===== src/logic/sec_err_pkg.sv =====
package sec_err_pkg;

	// Configuration space byte offsets
	localparam logic [11:0] SEVERITY_OFFSET = 12'h134;
	localparam logic [11:0] CAPS_CONTROL_OFFSET = 12'h138;

	// Severity register layout and value after fundamental reset
	localparam logic [31:0] SEVERITY_RESET = 32'h0000_1340;
	localparam logic [31:0] SEVERITY_WRITABLE = 32'h0000_3FEE;
	localparam logic [31:0] SEVERITY_REPORTING = 32'h0000_1E8C;
	localparam logic [31:0] SEVERITY_PCIX_ONLY = 32'h0000_2162;

	// Bit positions of the severity fields
	localparam int SYSTEM_ERR_SEEN_BIT = 12;
	localparam int PARITY_ERR_SEEN_BIT = 11;
	localparam int DELAYED_TXN_EXPIRY_BIT = 10;
	localparam int BAD_ADDRESS_BIT = 9;
	localparam int BAD_DATA_BIT = 7;
	localparam int INITIATOR_ABORT_BIT = 3;
	localparam int RESPONDER_ABORT_BIT = 2;
	// Positions of the inert PCI-X severity fields
	localparam int INTERNAL_FAULT_BIT = 13;
	localparam int ATTRIBUTE_FAULT_BIT = 8;
	localparam int SPLIT_MSG_DATA_BIT = 6;
	localparam int UNEXPECTED_SPLIT_BIT = 5;
	localparam int SPLIT_INITIATOR_ABORT_BIT = 1;

	// Capabilities and control register layout
	localparam int POINTER_WIDTH = 5;
	localparam logic [4:0] POINTER_RESET = 5'h00;

	// Bus answer latency, in clock cycles
	localparam int ACK_LATENCY_CYCLES = 1;

endpackage


===== src/logic/lowest_bit_index.sv =====
`timescale 1ns/1ns

// Returns the position of the lowest set bit of a vector
module lowest_bit_index #(
	parameter int WIDTH = 32,
	parameter int INDEX_WIDTH = 5
) (
	// Candidate vector
	input wire logic [WIDTH-1:0] bits_in,
	// Result
	output logic found,
	output logic [INDEX_WIDTH-1:0] index
);

	// Scan from the top down so the lowest set bit wins
	always_comb begin
		found = 1'b0;
		index = '0;
		for (int i = WIDTH - 1; i >= 0; i--) begin
			if (bits_in[i]) begin
				found = 1'b1;
				index = INDEX_WIDTH'(i);
			end
		end
	end

endmodule


===== src/logic/secondary_error_severity_regs.sv =====
`timescale 1ns/1ns

// Summary of operation
// Report fatal when severity set, else nonfatal
// Bits 12 and 9 reset to fatal
// Bits 11,10,7,3,2 reset to nonfatal
// PCI-X-only severity bits are inert storage
// Severity reserved bits ignore writes, read zero
// Caps register read-only, upper bits zero
// Pointer loads status position of first error
// Sticky state cleared only by fundamental reset
// Masked errors never report nor move pointer
// Pointer loads only with no error pending
module secondary_error_severity_regs
	import sec_err_pkg::*;
(
	// Clock, reset and enable
	input wire logic clk,
	input wire logic reset,
	input wire logic clk_en,
	// Fundamental reset sources, active low
	input wire logic pcie_reset_n,
	input wire logic global_reset_input_n,
	// Configuration space access
	input wire logic cfg_req,
	input wire logic cfg_write,
	input wire logic [11:0] cfg_addr,
	input wire logic [3:0] cfg_byte_en,
	input wire logic [31:0] cfg_wdata,
	output logic cfg_ack,
	output logic [31:0] cfg_rdata,
	// Error events and state of the status and mask registers
	input wire logic [31:0] err_detect,
	input wire logic [31:0] err_mask,
	input wire logic err_pending,
	// Error message requests toward the upstream port
	output logic err_fatal_msg,
	output logic err_nonfatal_msg,
	// Current severity setting and pointer, for the rest of the bridge
	output logic [31:0] severity_value,
	output logic [POINTER_WIDTH-1:0] oldest_fault_pointer
);

	// Fundamental reset: either source asserted
	logic fundamental_reset;
	// Sticky storage
	logic [31:0] severity_r, severity_nxt;
	logic [POINTER_WIDTH-1:0] pointer_r, pointer_nxt;
	// Bus answer state
	logic ack_r, ack_nxt;
	logic [31:0] rdata_r, rdata_nxt;
	// Message request pulses
	logic fatal_r, fatal_nxt;
	logic nonfatal_r, nonfatal_nxt;
	// Error qualification
	logic [31:0] live_errors;
	logic [31:0] byte_mask;
	logic first_found;
	logic [POINTER_WIDTH-1:0] first_index;
	// Named severity fields: one selects fatal, zero nonfatal
	logic internal_fault_level; // Inert, PCI-X class
	logic system_err_seen_level; // Fatal after reset
	logic parity_err_seen_level; // Nonfatal after reset
	logic delayed_txn_expiry_level; // Nonfatal after reset
	logic bad_address_level; // Fatal after reset
	logic attribute_fault_level; // Inert, PCI-X class
	logic bad_data_level; // Nonfatal after reset
	logic split_msg_data_level; // Inert, PCI-X class
	logic unexpected_split_level; // Inert, PCI-X class
	logic initiator_abort_level; // Nonfatal after reset
	logic responder_abort_level; // Nonfatal after reset
	logic split_initiator_abort_level; // Inert, PCI-X class
	// Word seen by software and the per-class reporting levels
	logic [31:0] severity_readback;
	logic [31:0] report_level;

	// Sampled on the clock like any input; acts even with the enable low
	assign fundamental_reset = ~pcie_reset_n | ~global_reset_input_n;

	// Split the severity word into its named fields
	always_comb begin
		internal_fault_level = severity_r[INTERNAL_FAULT_BIT];
		system_err_seen_level = severity_r[SYSTEM_ERR_SEEN_BIT];
		parity_err_seen_level = severity_r[PARITY_ERR_SEEN_BIT];
		delayed_txn_expiry_level = severity_r[DELAYED_TXN_EXPIRY_BIT];
		bad_address_level = severity_r[BAD_ADDRESS_BIT];
		attribute_fault_level = severity_r[ATTRIBUTE_FAULT_BIT];
		bad_data_level = severity_r[BAD_DATA_BIT];
		split_msg_data_level = severity_r[SPLIT_MSG_DATA_BIT];
		unexpected_split_level = severity_r[UNEXPECTED_SPLIT_BIT];
		initiator_abort_level = severity_r[INITIATOR_ABORT_BIT];
		responder_abort_level = severity_r[RESPONDER_ABORT_BIT];
		split_initiator_abort_level = severity_r[SPLIT_INITIATOR_ABORT_BIT];
	end

	// Read-back word rebuilt field by field; reserved positions stay zero
	always_comb begin
		severity_readback = 32'h0000_0000;
		severity_readback[INTERNAL_FAULT_BIT] = internal_fault_level;
		severity_readback[SYSTEM_ERR_SEEN_BIT] = system_err_seen_level;
		severity_readback[PARITY_ERR_SEEN_BIT] = parity_err_seen_level;
		severity_readback[DELAYED_TXN_EXPIRY_BIT] = delayed_txn_expiry_level;
		severity_readback[BAD_ADDRESS_BIT] = bad_address_level;
		severity_readback[ATTRIBUTE_FAULT_BIT] = attribute_fault_level;
		severity_readback[BAD_DATA_BIT] = bad_data_level;
		severity_readback[SPLIT_MSG_DATA_BIT] = split_msg_data_level;
		severity_readback[UNEXPECTED_SPLIT_BIT] = unexpected_split_level;
		severity_readback[INITIATOR_ABORT_BIT] = initiator_abort_level;
		severity_readback[RESPONDER_ABORT_BIT] = responder_abort_level;
		severity_readback[SPLIT_INITIATOR_ABORT_BIT] = split_initiator_abort_level;
	end

	// Only classes the bridge can raise carry a level; PCI-X ones never report
	always_comb begin
		report_level = 32'h0000_0000;
		report_level[SYSTEM_ERR_SEEN_BIT] = system_err_seen_level;
		report_level[PARITY_ERR_SEEN_BIT] = parity_err_seen_level;
		report_level[DELAYED_TXN_EXPIRY_BIT] = delayed_txn_expiry_level;
		report_level[BAD_ADDRESS_BIT] = bad_address_level;
		report_level[BAD_DATA_BIT] = bad_data_level;
		report_level[INITIATOR_ABORT_BIT] = initiator_abort_level;
		report_level[RESPONDER_ABORT_BIT] = responder_abort_level;
	end

	// Status, mask and header log sit outside; they meet this block through
	// err_detect, err_mask and err_pending, so masking is applied here again
	// Only unmasked errors that the bridge can really raise take part
	assign live_errors = err_detect & ~err_mask & SEVERITY_REPORTING;

	// Expand byte enables into a bit mask
	// Reads ignore the byte enables; only writes use the mask
	always_comb begin
		for (int b = 0; b < 4; b++) begin
			byte_mask[b*8 +: 8] = {8{cfg_byte_en[b]}};
		end
	end

	// Picks the position for the pointer among simultaneous errors
	// Fixed priority keeps the choice repeatable when errors coincide
	lowest_bit_index #(
		.WIDTH(32),
		.INDEX_WIDTH(POINTER_WIDTH)
	) u_first (
		.bits_in(live_errors),
		.found(first_found),
		.index(first_index)
	);

	// Next values of the sticky severity and pointer state
	always_comb begin
		severity_nxt = severity_r;
		pointer_nxt = pointer_r;
		// Writes reach only implemented bits; reserved bits stay zero
		// Byte lanes pick which parts of the word change
		if (cfg_req && cfg_write && cfg_addr == SEVERITY_OFFSET) begin
			severity_nxt = (severity_r & ~(byte_mask & SEVERITY_WRITABLE))
				| (cfg_wdata & byte_mask & SEVERITY_WRITABLE);
		end
		// Keep the oldest error while the status still holds one
		if (first_found && !err_pending) begin
			// Coinciding new errors: the lowest position is taken
			pointer_nxt = first_index;
		end
	end

	// Sticky state: fundamental reset only, frozen while disabled
	always_ff @(posedge clk) begin
		if (fundamental_reset) begin
			// Either source restores the defaults; the enable is not needed
			severity_r <= SEVERITY_RESET;
			pointer_r <= POINTER_RESET;
		end else if (clk_en) begin
			// Both advance only while the enable is high
			severity_r <= severity_nxt;
			pointer_r <= pointer_nxt;
		end
	end

	// Next values of the bus answer and the message requests
	always_comb begin
		// Every accepted request is answered on the next edge
		ack_nxt = cfg_req;
		// Read data holds until the next read is taken
		rdata_nxt = rdata_r;
		if (cfg_req && !cfg_write) begin
			unique case (cfg_addr)
				SEVERITY_OFFSET: rdata_nxt = severity_readback;
				CAPS_CONTROL_OFFSET: rdata_nxt = {27'h0, pointer_r};
				// Unmapped offsets read as zero
				default: rdata_nxt = 32'h0000_0000;
			endcase
		end
		// A group of simultaneous errors may need both message kinds
		fatal_nxt = |(live_errors & report_level);
		nonfatal_nxt = |(live_errors & ~report_level);
	end

	// Registered requests cost a cycle but keep glitches off the ports
	// Non-sticky state follows the ordinary reset as well
	always_ff @(posedge clk) begin
		if (reset || fundamental_reset) begin
			// Drop any answer or request in flight
			ack_r <= 1'b0;
			rdata_r <= 32'h0000_0000;
			fatal_r <= 1'b0;
			nonfatal_r <= 1'b0;
		end else if (clk_en) begin
			// Frozen while the enable is low
			ack_r <= ack_nxt;
			rdata_r <= rdata_nxt;
			fatal_r <= fatal_nxt;
			nonfatal_r <= nonfatal_nxt;
		end
	end

	// Outputs straight from flip-flops
	// Nothing combinational reaches these ports
	assign cfg_ack = ack_r;
	assign cfg_rdata = rdata_r;
	assign err_fatal_msg = fatal_r;
	assign err_nonfatal_msg = nonfatal_r;
	assign severity_value = severity_r;
	assign oldest_fault_pointer = pointer_r;

endmodule


===== config.mk =====
export PLATFORM = sky130hd
export DESIGN_NAME = secondary_error_severity_regs
export DESIGN_NICKNAME = d
export VERILOG_FILES = /design/src/logic/sec_err_pkg.sv /design/src/logic/lowest_bit_index.sv /design/src/logic/secondary_error_severity_regs.sv
export SDC_FILE = /design/constraint.sdc
export NUM_CORES = 1
export LEC_CHECK = 0
export ABC_CLOCK_PERIOD_IN_PS = 6300
export CAP_MARGIN = 10
export CORE_ASPECT_RATIO = 0.7
export CORE_MARGIN = 2
export CORE_UTILIZATION = 40
export DETAILED_ROUTE_END_ITERATION = 8
export DONT_BUFFER_PORTS = 1
export PLACE_DENSITY = 0.63
export SETUP_SLACK_MARGIN = 0.4
export SYNTH_ARGS = -nofsm -noshare
export SYNTH_HDL_FRONTEND = slang
export SYNTH_SLANG_ARGS = --single-unit

===== constraint.sdc =====
create_clock -name clk -period 6.3 [get_ports clk]
set_clock_uncertainty 0.15 [all_clocks]
set_input_delay 1.89 -clock clk [delete_from_list [all_inputs] [get_ports clk]]
set_output_delay 1.89 -clock clk [all_outputs]
set_load 0.005 [all_outputs]

==> results.toml <==
[setup_path]
crit_path_end_kind = "register"
cp_slowest_cell = "or4b_1"
r2r_end = "err_fatal_msg"
arrival_ps = 3560
path_max_fanout = 6
required_ps = 6320
reg2reg_depth = 4
cpPeakStageDelay_ps = 690
crit_type = "input pin to register"
path_cells = "or4b_1 -> nor4_4 -> mux2i_1 -> nand2_1"
crit_family = "simple AND/OR/NAND/NOR gates"
regToRegSetupSlack_ps = 5140
critPathLaunchType = "input pin"
critPathBufInv = 0

[drt]
avgRoutedWirePerCell_um = 16.70
drt_iter0_drc = 77
drc = 0
vias = 1330
dr.pass1.iters = 4
detail-route-antenna-nets = 0
vias_per_cell = 5.195
routed_wl_um = 4276

[global_route]
grt_busiest_layer = "met1"
antenna_found_initial = 0
grtUsageMet2_pct = 22.29
grt_pass1_vias = 1140
grt_usage_pct = 16.75
grt_max_degree = 15
use_met3_pct = 6.906
grt_pass1_wl_um = 6251
overflow = 0
grt_use_met1_pct = 24.43

[cts]
htree_levels = 2
post_cts_resized = 0
clkSinkCount = 32
cts_made_buffers = 5
ctsHoldBuffers = 0
cts.clk_slew.worst_paths_ps = 70
cts_buffer_depth = 2
clkLatencyLatePin_ps = 280
postCtsSetupBuffers = 0
cts_tree = "done"
root_buffer = "clkbuf_8"

[layout]
fin_area_sq_um = 1783
fill_cells = 463
finalNonFillerCells = 256
area_growth_pct = 0.1405
diodes = 0
drive_gt1_share_pct = 6.468
num-nets-final = 320

[pwr]
p_per_area_nw_per_um2 = 252.2
p_clk_share_pct = 47.9
share_comb_of_total_power_pct = 6.5
power.switching_uw = 98.13
p_leak_uw = 0.0006549
p_int_uw = 351.6
vdd_drop_max_v = 0.0001507
seqPwrFrac_pct = 45.6
netSwitchingFraction_pct = 21.82

[synth]
ys.flop_type = "dfxtp_1"
synth_edf_count = 0
synth_common_cells = "buf_4 (40), dfxtp_1 (32), nor2_1 (24), mux2i_1 (14), nand2_1 (10)"
yosys.area.top_type_share_pct = 35.98
synth_top_area_cell = "dfxtp_1"
ys_ff_latch = 32
avgSynthCellArea_sq_um = 8.814
netlist_area_sq_um = 1780
synth_cells = 202
yosysSeqAreaShare_pct = 35.98
synth-async-reset-ratio_pct = 0
yosys_warnings = 0
ys_types = 34
yosysMostFrequentCell = "buf_4"
synth_top_cells_by_area = "dfxtp_1 (36%), buf_4 (17%), mux2i_1 (7.9%)"

[timing]
holdWs_ps = 331.4
post-route-period-util_pct = 56.21
finalHoldViolCount = 0
fin_tns_setup_ps = 0
final_max_slew_viol_count = 0
max_slew_margin_pct = 53.17
setup_viol = 0
rsz0062_at_grt = "no"
fmax_ghz = 0.2824
layout_setup_ws_ps = 2759
period_minus_slack_ps = 3541
worst_pin_slew_ps = 697.2

[floorplanning]
pin_count = 192
start_util_pct = 41.37
fp.dieH_um = 59.82
dieArea_sq_um = 5009
placementRows = 20
die_w_um = 83.74
core_sq_um = 4304

[job]
maxCapViolations = 0

[placed_design]
pre_cts_ws_ps = 2466
dpl.hpwl_um = 3355
dpl_cell_area_sq_um = 1657
gp_congestion = 0.8764
io_buffers = 0
dp_cells = 248

[hold_path]
hold_path.class = "register to register"
holdPathStages = 2
worstHoldEndpoint = "cfg_rdata[0]"
hp-start = "cfg_rdata[0]"

[outcome]
status = "finished clean"
==> worst min-delay path, stage by stage, from the launching register on <==
cell and delay [ps]:
dfxtp_1 330, nand2_1 60, a21oi_1 50
==> how the worst max path moves through the flow <==
stage / start / to / slack (ps) / cells after the start
final: cfg_addr[3] / register / 2760 / 4
after floorplan: cfg_addr[7] / register / 2720 / 5
after global routing: cfg_addr[3] / register / 2680 / 4
after detailed placement: cfg_addr[3] / register / 2470 / 4
after global placement: cfg_addr[3] / register / 2480 / 4
after CTS: cfg_addr[3] / register / 2770 / 4
==> routing by layer <==
layer | vias up | routed length, um
li1 | 630 | -
met4 | 0 | 34
met1 | 602 | 1960
met3 | 5 | 568
met5 | - | 0
met2 | 93 | 1712
==> power groups by stage <==
stage / sequential, uW / clock [uW] / combinational, uW
5_1_grt: 205 / 226 / 32.9
2_1_floorplan: 209 / 0 / 43.3
4_1_cts: 205 / 219 / 28.5
6_report: 205 / 216 / 29.2
3_3_place_gp: 210 / 0 / 28.4
3_5_place_dp: 210 / 0 / 28.4
==> cells by family (layout without fill, tap and decap cells) <==
family,after synthesis,in the layout,synth area share (%)
and+or+nand+nor,65,65,21.43
buffers and inverters,52,12,19.89
AOI/OAI and AO/OA,38,38,14.62
DFF,32,32,35.98
muxes,14,14,7.870
other,1,40,0.2106
==> per-stage QoR <==
step | total power (uW) | utilization (%)
floorplan | 252.3 | -
global placement | 238.1 | 38.49
detailed placement | 238.1 | 38.49
CTS | 453.0 | 41.42
global route | 464.0 | 41.42
finish | 449.7 | 41.42
==> final cells by class <==
type | count | area (sq um) | share of cell area [%]
sequential | 32 | 640.6 | 35.93
clock inverter | 1 | 30.03 | 1.684
tap | 55 | 68.82 | 3.860
multi-input combinational | 157 | 932.1 | 52.28
clock buffer | 7 | 96.34 | 5.404
inverter | 4 | 15.01 | 0.8421
==> layout by cell type, fill, tap and decap left out <==
cell / n
o21ai_0: 6
nand2_1: 10
nor2b_1: 5
and2_1: 1
nor4_4: 3
conb_1: 40
nor2_1: 24
nand2b_1: 9
clkbuf_8: 7
o21ai_1: 1
dfxtp_1: 32
nand3_1: 3
mux2i_1: 14
nand4_1: 3
or4b_4: 1
nand3b_1: 1
a22oi_1: 9
a21oi_1: 5
or4b_1: 1
a21boi_0: 1
o211ai_1: 2
a31oi_1: 1
o22ai_1: 4
inv_1: 4
a221oi_1: 5
a32oi_1: 1
o31a_1: 1
nor3_1: 2
o41ai_1: 2
bufinv_16: 1
or4b_2: 1
nand4bb_1: 1
Power figures use the tool's default switching activity.
